## src/bmc_pkg.sv

```systemverilog
// Package: register map, field layout and timing for the brown-out control
package bmc_pkg;

    // Register offsets (byte-wide port)
    localparam logic [3:0] ADDR_MODE_CTRL   = 4'h0;
    localparam logic [3:0] ADDR_THRESH_RB   = 4'h1;
    localparam logic [3:0] ADDR_WARN_LEVEL  = 4'h8;
    localparam logic [3:0] ADDR_WARN_IRQ    = 4'h9;
    localparam logic [3:0] ADDR_WARN_FLAG   = 4'hA;
    localparam logic [3:0] ADDR_WARN_STATE  = 4'hB;

    // Field positions
    localparam int SAMPLE_RATE_BIT   = 4;
    localparam int ACTIVE_MODE_LSB   = 2;
    localparam int SLEEP_MODE_LSB    = 0;
    localparam int THRESH_LSB        = 0;
    localparam int MARGIN_LSB        = 0;
    localparam int TRIGGER_LSB       = 1;
    localparam int IRQ_ENABLE_BIT    = 0;
    localparam int IRQ_FLAG_BIT      = 0;
    localparam int BELOW_STATE_BIT   = 0;

    // Reset values of software registers
    localparam logic [1:0] MARGIN_RESET  = 2'h0;
    localparam logic [1:0] TRIGGER_RESET = 2'h0;

    // Timing: system clock and sample rates
    localparam int CLK_HZ        = 40000000;
    localparam int SAMPLE_FAST_HZ = 1000;
    localparam int SAMPLE_SLOW_HZ = 125;
    localparam int FAST_CYCLES   = CLK_HZ / SAMPLE_FAST_HZ;
    localparam int SLOW_CYCLES   = CLK_HZ / SAMPLE_SLOW_HZ;

    // Detector operating modes
    typedef enum logic [1:0] {
        MODE_OFF_SETTING  = 2'b00,
        MODE_CONTINUOUS   = 2'b01,
        MODE_SAMPLED      = 2'b10,
        MODE_HOLD_AT_WAKE = 2'b11
    } bmc_mode_type;

    // Early-warning margin codes
    typedef enum logic [1:0] {
        MARGIN_5PCT  = 2'b00,
        MARGIN_15PCT = 2'b01,
        MARGIN_25PCT = 2'b10,
        MARGIN_RSVD  = 2'b11
    } bmc_margin_type;

    // Trigger conditions
    typedef enum logic [1:0] {
        TRIG_BELOW = 2'b00,
        TRIG_ABOVE = 2'b01,
        TRIG_CROSS = 2'b10,
        TRIG_RSVD  = 2'b11
    } bmc_trigger_type;

    // Fuse configuration bundle
    typedef struct packed {
        logic         sample_rate_select;
        bmc_mode_type active_mode;
        bmc_mode_type sleep_mode;
        logic [2:0]   threshold_code;
    } bmc_fuse_type;

    // Control outputs toward the analog detector
    typedef struct packed {
        logic           detector_on;
        logic           detector_sampled;
        logic           sample_strobe;
        logic           hold_at_wake;
        logic [2:0]     threshold_code;
        logic           monitor_on;
        bmc_margin_type warning_margin_select;
    } bmc_analog_ctl_type;

endpackage : bmc_pkg

```

## src/bmc_control.sv

```systemverilog
// Brown-out detector control and early-warning monitor registers
//
// How it works
// - sample-rate bit picks 1 kHz or 125 Hz
// - fuse values load rate, active, sleep fields
// - active mode field bits 3:2 read-only
// - active codes off, continuous, sampled, hold-at-wake
// - sleep field bits 1:0 writable, 3 reserved
// - only sleep field is change protected
// - threshold code read-only, loaded from fuses
// - two-bit margin selects 5, 15, 25 percent
// - trigger selects below, above, or either crossing
// - interrupt enable is control bit 0
// - flag set on trigger, only while detector on and enable set
// - status bit shows supply below warning level
// - interrupt request while flag and enable set
// - monitor follows detector mode, off or sampled, and runs only while enable set
// - sleep field used in standby, active on wake
`timescale 1ns/1ps
module bmc_control
    import bmc_pkg::*;
#(
    parameter int FAST_DIV = FAST_CYCLES,  // Cycles per fast sample
    parameter int SLOW_DIV = SLOW_CYCLES   // Cycles per slow sample
) (
    input  wire logic         clk_sys_i,     // System clock, 40 MHz
    input  wire logic         rst_i,         // Async reset, active high
    input  wire bmc_fuse_type fuse_i,        // Fuse configuration
    input  wire logic         deep_sleep_i,  // Standby or power-down
    input  wire logic         below_level_i, // Comparator: below warning
    input  wire logic         unlock_i,      // Protection unlock qualifier
    input  wire logic [3:0]   addr_i,        // Register address
    input  wire logic [7:0]   wdata_i,       // Write data
    input  wire logic         wr_i,          // Write strobe
    input  wire logic         rd_i,          // Read strobe
    output logic [7:0]        rdata_o,       // Read data, cycle after rd_i
    output bmc_analog_ctl_type analog_o,     // Analog detector controls
    output logic              irq_o          // Early-warning interrupt
);

    typedef struct packed {
        logic            fuse_pending;
        logic            sample_rate_select;
        bmc_mode_type    active_mode;
        bmc_mode_type    sleep_mode;
        logic [2:0]      threshold_code;
        bmc_margin_type  warning_margin_select;
        bmc_trigger_type warning_trigger_select;
        logic            warning_irq_enable;
        logic            warning_irq_flag;
        logic            below_warning_state;
        logic            below_sync1;
        logic            below_sync2;
        logic            state_valid;
        logic [7:0]      rdata;
    } bmc_state_type;

    bmc_state_type state_ff;
    bmc_state_type nxt_state;

    bmc_mode_type mode_now;
    logic         det_on;
    logic         det_sampled;
    logic         mon_run;
    logic         sample_tick;
    logic         sample_now;
    logic         trigger_hit;
    logic         flag_set;
    logic         flag_clr;
    logic         wr_ctrl;

    // Effective detector mode for the current power state
    function automatic bmc_mode_type pick_mode(input logic sleeping,
                                               input bmc_mode_type act,
                                               input bmc_mode_type slp);
        bmc_mode_type m;
        m = sleeping ? slp : act;
        if (sleeping && slp == MODE_HOLD_AT_WAKE) begin
            m = MODE_OFF_SETTING; // Reserved sleep code runs nothing
        end
        return m;
    endfunction : pick_mode

    // Trigger match for a change of the below-level comparator
    function automatic logic trig_match(input bmc_trigger_type sel,
                                        input logic old_below,
                                        input logic new_below);
        logic hit;
        hit = 1'b0;
        unique case (sel)
            TRIG_BELOW: hit = !old_below && new_below;
            TRIG_ABOVE: hit = old_below && !new_below;
            TRIG_CROSS: hit = old_below != new_below;
            TRIG_RSVD:  hit = 1'b0;
        endcase
        return hit;
    endfunction : trig_match

    always_comb begin
        mode_now = pick_mode(deep_sleep_i, state_ff.active_mode,
                             state_ff.sleep_mode);
        det_on      = mode_now != MODE_OFF_SETTING;
        det_sampled = mode_now == MODE_SAMPLED;
        mon_run     = det_on && state_ff.warning_irq_enable;
    end

    bmc_sample_tick #(
        .FAST_DIV (FAST_DIV),
        .SLOW_DIV (SLOW_DIV)
    ) u_tick (
        .clk_sys_i (clk_sys_i),
        .rst_i     (rst_i),
        .run_i     (det_sampled),
        .slow_i    (state_ff.sample_rate_select),
        .tick_o    (sample_tick)
    );

    always_comb begin
        // Sampled mode looks at the comparator only on ticks
        sample_now = det_on && (!det_sampled || sample_tick);
        wr_ctrl    = wr_i && !state_ff.fuse_pending;
        trigger_hit = state_ff.state_valid &&
                      trig_match(state_ff.warning_trigger_select,
                                 state_ff.below_warning_state,
                                 state_ff.below_sync2);
        flag_set = sample_now && mon_run && trigger_hit;
        flag_clr = wr_ctrl && addr_i == ADDR_WARN_FLAG &&
                   wdata_i[IRQ_FLAG_BIT];
    end

    always_comb begin
        nxt_state = state_ff;
        nxt_state.below_sync1 = below_level_i;
        nxt_state.below_sync2 = state_ff.below_sync1;
        nxt_state.rdata = 8'h00;

        // Fuses caught on the first clock after reset release
        if (state_ff.fuse_pending) begin
            nxt_state.fuse_pending       = 1'b0;
            nxt_state.sample_rate_select = fuse_i.sample_rate_select;
            nxt_state.active_mode        = fuse_i.active_mode;
            nxt_state.sleep_mode         = fuse_i.sleep_mode;
            nxt_state.threshold_code     = fuse_i.threshold_code;
        end

        if (sample_now) begin
            nxt_state.below_warning_state = state_ff.below_sync2;
            nxt_state.state_valid         = 1'b1;
        end
        if (!det_on) begin
            // Edge history restarts when the detector comes back
            nxt_state.state_valid = 1'b0;
        end

        if (wr_ctrl) begin
            unique case (addr_i)
                ADDR_MODE_CTRL: begin
                    // Rate and active fields ignore writes
                    if (unlock_i) begin
                        nxt_state.sleep_mode = bmc_mode_type'(
                            wdata_i[SLEEP_MODE_LSB +: 2]);
                    end
                end
                ADDR_WARN_LEVEL: begin
                    nxt_state.warning_margin_select = bmc_margin_type'(
                        wdata_i[MARGIN_LSB +: 2]);
                end
                ADDR_WARN_IRQ: begin
                    nxt_state.warning_trigger_select = bmc_trigger_type'(
                        wdata_i[TRIGGER_LSB +: 2]);
                    nxt_state.warning_irq_enable =
                        wdata_i[IRQ_ENABLE_BIT];
                end
                default: begin
                end
            endcase
        end

        if (flag_clr) begin
            nxt_state.warning_irq_flag = 1'b0;
        end
        if (flag_set) begin
            nxt_state.warning_irq_flag = 1'b1;
        end

        if (rd_i) begin
            unique case (addr_i)
                ADDR_MODE_CTRL: begin
                    nxt_state.rdata[SAMPLE_RATE_BIT] =
                        state_ff.sample_rate_select;
                    nxt_state.rdata[ACTIVE_MODE_LSB +: 2] =
                        state_ff.active_mode;
                    nxt_state.rdata[SLEEP_MODE_LSB +: 2] =
                        state_ff.sleep_mode;
                end
                ADDR_THRESH_RB: begin
                    nxt_state.rdata[THRESH_LSB +: 3] =
                        state_ff.threshold_code;
                end
                ADDR_WARN_LEVEL: begin
                    nxt_state.rdata[MARGIN_LSB +: 2] =
                        state_ff.warning_margin_select;
                end
                ADDR_WARN_IRQ: begin
                    nxt_state.rdata[TRIGGER_LSB +: 2] =
                        state_ff.warning_trigger_select;
                    nxt_state.rdata[IRQ_ENABLE_BIT] =
                        state_ff.warning_irq_enable;
                end
                ADDR_WARN_FLAG: begin
                    nxt_state.rdata[IRQ_FLAG_BIT] =
                        state_ff.warning_irq_flag;
                end
                ADDR_WARN_STATE: begin
                    nxt_state.rdata[BELOW_STATE_BIT] =
                        state_ff.below_warning_state;
                end
                default: begin
                    nxt_state.rdata = 8'h00;
                end
            endcase
        end
    end

    always_ff @(posedge clk_sys_i or posedge rst_i) begin
        if (rst_i) begin
            state_ff <= '{
                fuse_pending:           1'b1,
                sample_rate_select:     1'b0,
                active_mode:            MODE_OFF_SETTING,
                sleep_mode:             MODE_OFF_SETTING,
                threshold_code:         3'h0,
                warning_margin_select:  bmc_margin_type'(MARGIN_RESET),
                warning_trigger_select: bmc_trigger_type'(TRIGGER_RESET),
                warning_irq_enable:     1'b0,
                warning_irq_flag:       1'b0,
                below_warning_state:    1'b0,
                below_sync1:            1'b0,
                below_sync2:            1'b0,
                state_valid:            1'b0,
                rdata:                  8'h00
            };
        end else begin
            state_ff <= nxt_state;
        end
    end

    assign rdata_o = state_ff.rdata;
    assign irq_o   = state_ff.warning_irq_flag &&
                     state_ff.warning_irq_enable;

    always_comb begin
        analog_o.detector_on           = det_on;
        analog_o.detector_sampled      = det_sampled;
        analog_o.sample_strobe         = sample_tick;
        analog_o.hold_at_wake          = !deep_sleep_i &&
            state_ff.active_mode == MODE_HOLD_AT_WAKE;
        analog_o.threshold_code        = state_ff.threshold_code;
        analog_o.monitor_on            = mon_run;
        analog_o.warning_margin_select = state_ff.warning_margin_select;
    end

endmodule : bmc_control

```

## src/bmc_sample_tick.sv

```systemverilog
// Sample tick divider: one-cycle strobe at the selected rate
`timescale 1ns/1ps
module bmc_sample_tick
    import bmc_pkg::*;
#(
    parameter int FAST_DIV = FAST_CYCLES,  // Cycles per 1 kHz tick
    parameter int SLOW_DIV = SLOW_CYCLES   // Cycles per 125 Hz tick
) (
    input  wire logic clk_sys_i,   // System clock
    input  wire logic rst_i,       // Async reset, active high
    input  wire logic run_i,       // Count while high
    input  wire logic slow_i,      // 1 selects the slow rate
    output logic      tick_o       // One-cycle sample strobe
);
    localparam int CW = $clog2(SLOW_DIV + 1);

    typedef struct packed {
        logic [CW-1:0] count;
        logic          tick;
    } bmc_tick_state_type;

    bmc_tick_state_type state_ff;
    bmc_tick_state_type nxt_state;
    logic [CW-1:0]      limit;

    always_comb begin
        limit = slow_i ? CW'(SLOW_DIV - 1) : CW'(FAST_DIV - 1);
        nxt_state = state_ff;
        nxt_state.tick = 1'b0;
        if (!run_i) begin
            nxt_state.count = '0;
        end else if (state_ff.count >= limit) begin
            // >= so a rate change mid-count never overruns
            nxt_state.count = '0;
            nxt_state.tick  = 1'b1;
        end else begin
            nxt_state.count = state_ff.count + CW'(1);
        end
    end

    always_ff @(posedge clk_sys_i or posedge rst_i) begin
        if (rst_i) begin
            state_ff <= '0;
        end else begin
            state_ff <= nxt_state;
        end
    end

    assign tick_o = state_ff.tick;

endmodule : bmc_sample_tick
```

## config.mk

```make
export PLATFORM = sky130hd
export DESIGN_NAME = bmc_control
export DESIGN_NICKNAME = d
export VERILOG_FILES = /design/src/bmc_pkg.sv /design/src/bmc_control.sv /design/src/bmc_sample_tick.sv
export SDC_FILE = /design/constraint.sdc
export NUM_CORES = 1
export LEC_CHECK = 0
export BUFFER_PORTS_ARGS = -buffer_cell sky130_fd_sc_hd__buf_2
export CORE_UTILIZATION = 35
export DETAILED_ROUTE_END_ITERATION = 10
export PLACE_DENSITY_LB_ADDON = 0.2
export SYNTH_ARGS = -nofsm -noshare
export SYNTH_HDL_FRONTEND = slang
export SYNTH_SLANG_ARGS = --single-unit
```

## constraint.sdc

```tcl
create_clock -name clk_sys_i -period 2.64 [get_ports clk_sys_i]
set_input_delay 0 -clock clk_sys_i [delete_from_list [all_inputs] [get_ports clk_sys_i]]
set_output_delay 0 -clock clk_sys_i [all_outputs]
set_load 0.01 [all_outputs]
```

==> run metrics, run 1 <==
vias per cell=roughly 4.8; TNS Setup=0 ps; DR WL/cell=around 14 µm; async set or reset register ratio after synthesis=1.00; die area=7540 µm²; final hold violations=0; Ant. Diodes=0; crit path kind=reg2reg; VDD IR max=0.000264 V; slowest CP cell=dfrtp_1; clock-pin slew on the worst setup and hold paths=80 ps; cell-by-cell trace of the critical path=inv_1 -> ha_1 -> a211o_1 -> a221oi_1 -> o221ai_1 -> buf_4 -> nor3_1; Final nets=314; maxcap violations=0; Slew @ Worst Pin=912 ps; unrepaired setup endpoints after global routing=false; EDFF count, synth=0; Util after Layout=0.429; Post-Syn Area=2520 µm²; P_leak=1.32 nW; # rows=30; initial antenna violation count=0; Cell Pwr Density=518 nW/µm²; Max Slew Vio Count=0; Worst-Skew Late Latency=290 ps; CTS Sinks=44; Crit path max-delay family=compound AO/OA/AOI/OAI gates; Detail Placement HPWL=3710 µm; post-synthesis register bit count=between 40 and 50; hold crit path type=in2reg; Mapped Cells=233; Final Skew=9.17 ps; input/output buffers=37; CP Capture Type=register; Final Setup Violations=0; WP depth=7; hold_buf cts=16; CP bufs+invs=2; Routed WL=5120 µm; main flop type after synthesis=dfrtp_1; first-pass GRT wire length=8510 µm; Vias=about 1800; CP max stage delay=between 400 and 500 ps; top achievable clock speed=446 MHz; DR iter-0 viols=93; Clock Path Buffers=2; area grow syn2layout=16.8%; cts bufs inserted=5; largest net degree at the start of global routing=45; most frequent cells in the layout=43 x dfrtp_1, 37 x buf_2, 20 x nor3_1; Worst Path Required=2840 ps; data arrival time of the critical path=2440 ps; # resized after CTS=0; TritonCTS clock tree=yes; Post CTS Setup Buffer Count=0; layout cells sized above 1=0.257; area of the core=6870 µm²; critical-path maximum fanout=20; Die Wd=around 87 µm; GR Overflow Total=0; Avg Cell Area, Syn=10.8 µm²; worst rel slew slack=0.391; number of fill cells=687; GRT Total Usage=0.146; Placed Area=2680 µm²; final period utilization=0.850; clock tree root buffer cell=clkbuf_8; first drt pass iteration count=4; Worst Hold Path Cells=3; outcome=finished clean; Starting Density=0.367; Final Cell Area=2940 µm²; CP startpoint kind=register; minimum clock period=2240 ps; H-tree depth=2; R2R cell count=7; Die Y=86.9 µm; Yosys warnings=0; Seq/Total Area, Yosys=0.437; vias in the first global route=1709; DRC violations left=0; Netlist cell types=52; I/O pin cnt=46; most common cell after layout, fill and taps aside=dfrtp_1; gpl congestion=0.752; Final ANT Viol Nets=0
-- where the power goes --
part | total (mW) | switching [mW] | internal (mW)
Sequential | 0.773 | 0.0490 | 0.724
Combinational | 0.246 | 0.120 | 0.126
Clock | 0.507 | 0.226 | 0.281
-- path summary, 6_finish.rpt --
check | slack, ps | endpoint | startpoint
worst min register to register | 360 | state_ff[9] | nxt_state[9]
worst max-delay path | 400 | u_tick.state_ff[13] | state_ff[25]
worst max register to register | 400 | u_tick.state_ff[13] | state_ff[25]
min in group asynchronous | 450 | nxt_state[9] | rst_i
max in group asynchronous | 1610 | rdata_o[4] | rst_i
worst min-delay path | 20 | state_ff[22] | fuse_i[4]
-- metal layers --
metal | share of wire | global-route usage
met4 | 0.0063 | 0.0364
met1 | 0.52 | 0.210
met3 | 0.036 | 0.0303
met2 | 0.44 | 0.225
met5 | 0 | 0
-- worst min-delay path, cell delays in order --
cell and delay (ps):
buf_2 80, mux2i_1 60, a21oi_1 130
-- per-stage QoR --
step	setup slack (ps)	total power, mW	cells	hold WS, ps
2_1_floorplan	689	0.959	236	31.4
3_3_place_gp	465	1.02	348	109
3_5_place_dp	402	1.02	348	109
4_1_cts	368	1.55	372	10.3
5_1_grt	234	1.61	372	23.8
6_report	397	1.53	372	16.0
-- logic make-up after synthesis --
logic type	Yosys count	synth area share
simple gates	82	0.191
fa+ha+maj	12	0.0596
compound gates	30	0.0899
xor+xnor	14	0.0487
buf+inv	32	0.0844
flops	44	0.437
other cells	1	0.00149
mux	18	0.0874
-- cell usage after synthesis, types with 2 or more instances --
library cell / number / area (µm²)
o21a_1: 2 / 15.0
and2_1: 3 / 18.8
nor2b_1: 2 / 12.5
inv_1: 8 / 30.0
mux4_2: 2 / 45.0
buf_4: 17 / 128
ha_1: 12 / 150
and3_1: 2 / 12.5
nor3_1: 20 / 100
dfrtp_1: 43 / 1080
buf_6: 2 / 22.5
xor2_1: 7 / 61.3
nand3_1: 6 / 30.0
mux2_2: 12 / 135
or3_1: 2 / 12.5
o21ai_0: 4 / 20.0
nor4b_1: 2 / 17.5
nand2_1: 11 / 41.3
a211oi_1: 4 / 30.0
a21oi_1: 5 / 25.0
nor4_1: 3 / 18.8
o31ai_1: 4 / 30.0
xnor2_1: 7 / 61.3
buf_2: 3 / 15.0
a22oi_1: 2 / 15.0
nand4_1: 4 / 25.0
nand4_2: 2 / 25.0
mux2i_1: 4 / 40.0
nand3_2: 2 / 20.0
and4_1: 5 / 43.8
nor2_1: 10 / 37.5
-- state kept, by name, summed over array words and instances, names as in the netlist --
register	count
u_tick.state_ff	19
analog_o	5
rdata_o	5
nxt_state	1
state_ff	13
u_tick.tick_o	1
-- cell type report --
type	count	area (µm²)	share of cell area
repair buffers	56	368	0.125
multi-input cells	160	1220	0.413
clock buffers	6	72.6	0.0246
inverters	8	30.0	0.0102
flip-flops and latches	44	1100	0.374
clock inverters	2	35.0	0.0119
well taps	96	120	0.0408
Note: power is estimated with default switching activity, not from simulation.
==> inputs of run 2 (changes only) <==
==> constraint.sdc (replaced) <==
create_clock -name clk_sys_i -period 2.3 [get_ports clk_sys_i]
set_input_delay 0 -clock clk_sys_i [delete_from_list [all_inputs] [get_ports clk_sys_i]]
set_output_delay 0 -clock clk_sys_i [all_outputs]
set_load 0.01 [all_outputs]
==> run metrics, run 2 (synthesis gave the netlist of run 1 again) <==
cts bufs inserted=5 (unchanged); DR WL/cell=14.2 µm (+3.0%); Final ANT Viol Nets=0 (unchanged); Detail Placement HPWL=3760 µm (+1.2%); Final Power=1.75 mW (+15%); Sw Pwr=0.457 mW (+16%); Final Skew=8.37 ps (-0.800 ps); top achievable clock speed=480 MHz (+7.7%); CP startpoint kind=register; Starting Density=0.367 (unchanged); crit path kind=reg2reg; outcome=finished clean; Clock Path Buffers=2 (unchanged); Clock Power Share=0.333 (about the same); logic gate share of total power=0.162 (about the same); most frequent cells in the layout=43 x dfrtp_1, 37 x buf_2, 20 x nor3_1; first-pass GRT wire length=8660 µm (+1.8%); vias per cell=4.95 (+2.2%); Sw Share=0.261 (+0.00185); Routed WL=5250 µm (+2.7%); gpl congestion=0.784 (+4.4%); GR Overflow Total=0 (unchanged); Slew @ Worst Pin=910 ps (-2.22 ps); Top Registers=u_tick.state_ff x19, state_ff x13; max reg flops=19 (unchanged); VDD IR max=0.000330 V (+25%); Die Y=86.9 µm (unchanged); FF/Latch Area=1100 µm² (unchanged); Final nets=313 (-0.32%); final hold violations=0 (unchanged); most common cell after layout, fill and taps aside=dfrtp_1; maxcap violations=0 (unchanged); largest net degree at the start of global routing=45 (unchanged); largest reg by FF count=u_tick.state_ff; Cell Pwr Density=598 nW/µm² (+15%); Worst Path Required=2500 ps (-340 ps); initial antenna violation count=0 (unchanged); input/output buffers=37 (unchanged); data arrival time of the critical path=2280 ps (-160 ps); Post CTS Setup Buffer Count=0 (unchanged); die area=7540 µm² (unchanged); clock tree root buffer cell=clkbuf_8; R2R cell count=7 (unchanged); Vias=1838 (+1.9%); Ant. Diodes=0 (unchanged); TritonCTS clock tree=yes; DRC violations left=0 (unchanged); Die Wd=86.9 µm (unchanged); Final Non-Filler Cells=371 (-0.27%); P_leak=1.31 nW (-0.38%); critical-path maximum fanout=20 (unchanged); H-tree depth=2 (unchanged); hold crit path type=in2reg; layout cells sized above 1=0.262 (+0.00457); # rows=30 (unchanged); P_int=1.30 mW (+15%); number of fill cells=674 (-1.9%); Final Setup Violations=0 (unchanged); vias in the first global route=1727 (+1.1%); worst rel slew slack=0.393 (+0.00148); CTS Sinks=44 (unchanged); TNS Setup=0 ps (unchanged); Max Slew Vio Count=0 (unchanged); Worst Hold Path Cells=3 (unchanged); DR iter-0 viols=111 (+19%); GRT Total Usage=0.151 (+0.00512); final period utilization=0.906 (+0.0558); area grow syn2layout=16.4%; clock-pin slew on the worst setup and hold paths=90 ps (about the same); first drt pass iteration count=4 (unchanged); area of the core=6870 µm² (unchanged); Multi-input gate area=1220 µm² (unchanged); unrepaired setup endpoints after global routing=false; I/O pin cnt=46 (unchanged); CP Capture Type=register; placed cells=348 (unchanged); minimum clock period=2080 ps (-161 ps); Flop pwr share=0.506 (about the same); Worst-Skew Late Latency=290 ps (about the same)
==> run 2: routing by layer <==
layer / wire length, µm / part of all wire / vias to the layer above / GRT usage
met5: 0 / 0 / - / 0
li1: - / - / 914 / -
met2: 2240 / 0.43 / 37 / 0.216
met1: 2740 / 0.52 / 883 / 0.223
met4: 63 / 0.012 / 0 / 0.0545
met3: 218 / 0.041 / 4 / 0.0341
==> run 2: layout make-up <==
cell class,count,share of cell area
repair buffers,55,0.122
inverters,8,0.0102
clock inverters,2,0.0119
flip-flops and latches,44,0.376
well taps,96,0.0409
clock buffers,6,0.0247
multi-input cells,160,0.415
==> run 2: path summary, 6_finish.rpt <==
check / startpoint / to / slack, ps
hold / removal: fuse_i[4] / state_ff[22] / 20
setup / recovery: state_ff[25] / u_tick.state_ff[17] / 220
hold reg to reg: nxt_state[9] / state_ff[9] / 360
setup reg to reg: state_ff[25] / u_tick.state_ff[17] / 220
min in group asynchronous: rst_i / analog_o[3] / 440
max in group asynchronous: rst_i / rdata_o[4] / 1280
==> run 2: critical path: stages, from the launching register on <==
cell	delay, ps
dfrtp_1	430
inv_2	160
ha_1	270
a211o_1	250
a221oi_1	290
o221ai_1	140
buf_4	230
a211oi_1	210
==> run 2: what timing repair did <==
| item | CTS | global route |
|---|---|---|
| gates resized for setup | 0 | 1 |
| hold endpoints to repair | 60 | 0 |
| hold buffers | 15 | 0 |
| endpoints found under the setup margin | 0 | 18 |
==> run 2: through the flow <==
step	cell area (µm²)	util	hold WS, ps	setup WS, ps
floorplan	2530	-	31.4	349
global route	2930	0.427	17.5	15.6
global placement	2680	0.390	110	155
CTS	2930	0.427	3.93	107
detailed placement	2680	0.390	112	152
finish	2930	0.427	15.4	217
==> run 2: power groups by stage <==
stage	logic, mW	clock network [mW]	registers, mW
detailed placement	0.266	0	0.904
global placement	0.265	0	0.903
global route	0.324	0.631	0.899
finish	0.284	0.584	0.887
CTS	0.287	0.608	0.889
floorplan	0.221	0	0.879
==> inputs of run 3 (changes only) <==
--- a/config.mk
+++ b/config.mk
@@ -6,7 +6,7 @@
 export NUM_CORES = 1
 export LEC_CHECK = 0
 export BUFFER_PORTS_ARGS = -buffer_cell sky130_fd_sc_hd__buf_2
-export CORE_UTILIZATION = 35
+export CORE_UTILIZATION = 25
 export DETAILED_ROUTE_END_ITERATION = 10
 export PLACE_DENSITY_LB_ADDON = 0.2
 export SYNTH_ARGS = -nofsm -noshare
==> run metrics, run 3 (synthesis gave the netlist of run 1 again) <==
cts bufs inserted=5 (unchanged); Util after Layout=0.306 (-0.121); r2r setup slk=150 ps (-60 ps); TritonCTS clock tree=yes; most common cell after layout, fill and taps aside=dfrtp_1; CTS Sinks=44 (unchanged); Multi-input gate area=1220 µm² (unchanged); worst rel slew slack=0.359 (-0.0340); Die Wd=102 µm (+18%); VDD IR max=0.000235 V (-29%); H-tree depth=2 (unchanged); die area=10500 µm² (+39%); Final Setup Violations=0 (unchanged); crit path launch=state_ff[25]; final period utilization=0.933 (+0.0278); P_leak=1.32 nW (+0.82%); CP max stage delay=390 ps (-40 ps); clock-pin slew on the worst setup and hold paths=80 ps (about the same); largest reg by FF count=u_tick.state_ff; data arrival time of the critical path=2340 ps (+60 ps); TNS Setup=0 ps (unchanged); slowest CP cell=dfrtp_1; final hold violations=0 (unchanged); FF/Latch Area=1100 µm² (unchanged); outcome=finished clean; DR WL/cell=13.9 µm (-2.1%); Cell Pwr Density=561 nW/µm² (-6.1%); first-pass GRT wire length=9360 µm (+8.0%); Detail Placement HPWL=4130 µm (+9.8%); crit path kind=reg2reg; FF-to-FF Start=state_ff[25]; largest net degree at the start of global routing=45 (unchanged); critical-path maximum fanout=20 (unchanged); Sw Pwr=0.460 mW (+0.54%); hold crit path type=in2reg; placed cells=387 (+11%); Worst-Skew Late Latency=300 ps (about the same); minimum clock period=2150 ps (+63.9 ps); Slew @ Worst Pin=962 ps (+52.3 ps); Final ANT Viol Nets=0 (unchanged); CP startpoint kind=register; Clock Path Buffers=2 (unchanged); clock tree root buffer cell=clkbuf_8; unrepaired setup endpoints after global routing=false; Die Y=102 µm (+18%); Flop pwr share=0.526 (+0.020); Sw Share=0.274 (+0.0133); area of the core=9770 µm² (+42%); Starting Density=0.258 (-0.109); logic gate share of total power=0.173 (+0.011); area grow syn2layout=18.7%; cell-by-cell trace of the critical path=inv_1 -> ha_1 -> a211o_1 -> a221oi_1 -> o221ai_1 -> buf_4 -> o21a_1; initial antenna violation count=0 (unchanged); Worst Path Required=2490 ps (about the same); CP Capture Type=register; Ant. Diodes=0 (unchanged); Routed WL=5700 µm (+8.5%); P_int=1.22 mW (-6.0%); vias in the first global route=1883 (+9.0%); gpl congestion=0.731 (-6.8%); number of fill cells=1045 (+55%); I/O pin cnt=46 (unchanged); top achievable clock speed=466 MHz (-3.0%); GR Overflow Total=0 (unchanged); vias per cell=4.52 (-8.7%); Top Registers=u_tick.state_ff x19, state_ff x13; Final Power=1.68 mW (-4.3%); Max Slew Vio Count=0 (unchanged); Final nets=316 (+0.96%); Vias=1859 (+1.1%); maxcap violations=0 (unchanged); first drt pass iteration count=4 (unchanged); DRC violations left=0 (unchanged); Clock Power Share=0.301 (-0.032); hold_sp=wdata_i[0]; GRT Total Usage=0.118 (-0.0330); max reg flops=19 (unchanged); DR iter-0 viols=70 (-37%); most frequent cells in the layout=43 x dfrtp_1, 37 x buf_2, 20 x nor3_1; # rows=36 (+20%); # resized after CTS=0 (unchanged); Final Skew=8.63 ps (+0.264 ps); input/output buffers=37 (unchanged); Final Non-Filler Cells=411 (+11%); layout cells sized above 1=0.266 (+0.00437)
-- run 3: final cells by class --
| cell class | count | share of cell area |
|---|---|---|
| Multi-Input combinational cell | 160 | 0.407 |
| Sequential cell | 44 | 0.369 |
| Timing Repair Buffer | 58 | 0.128 |
| Tap cell | 133 | 0.0556 |
| Clock buffer | 6 | 0.0276 |
| Inverter | 8 | 0.0100 |
| Clock inverter | 2 | 0.00335 |
-- run 3: worst paths after layout --
check	cells after the start	endpoint
setup / recovery	7	u_tick.tick_o
hold / removal	2	analog_o[0]
setup reg to reg	7	u_tick.tick_o
hold reg to reg	0	state_ff[9]
max in group asynchronous	3	u_tick.state_ff[7]
min in group asynchronous	3	nxt_state[9]
-- run 3: per-layer routing --
layer / up-vias / share of wire / track usage
met5: - / 0 / 0
met4: 0 / 0.0089 / 0.0341
met3: 5 / 0.039 / 0.0301
met2: 38 / 0.49 / 0.203
met1: 901 / 0.47 / 0.146
li1: 915 / - / -
-- run 3: what timing repair did --
item                                   CTS  global route
hold buffers                            16             0
setup buffers                            0             0
endpoints found under the hold margin   59             0
-- run 3: power groups by stage --
stage          Clock, mW  Sequential (mW)  Combinational (mW)
5_1_grt            0.569            0.894               0.336
2_1_floorplan          0            0.879               0.221
4_1_cts            0.533            0.887               0.299
6_report           0.505            0.883               0.291
3_3_place_gp           0            0.902               0.278
3_5_place_dp           0            0.903               0.276
-- run 3: through the flow --
stage	setup WS (ps)	hold WS (ps)	cell area (µm²)
after floorplan	349	31.4	2530
after global placement	182	115	2740
after detailed placement	137	114	2740
after CTS	107	3.89	2990
after global routing	3.01	18.7	2990
final	153	14.1	2990
-- run 3: critical path, delay by kind of cell, from the launching register on --
kind                       cells  cell delay, ps
DFF                            1             390
adders and majority gates      1             300
buffers and inverters          2             460
AOI/OAI and AO/OA              4             880
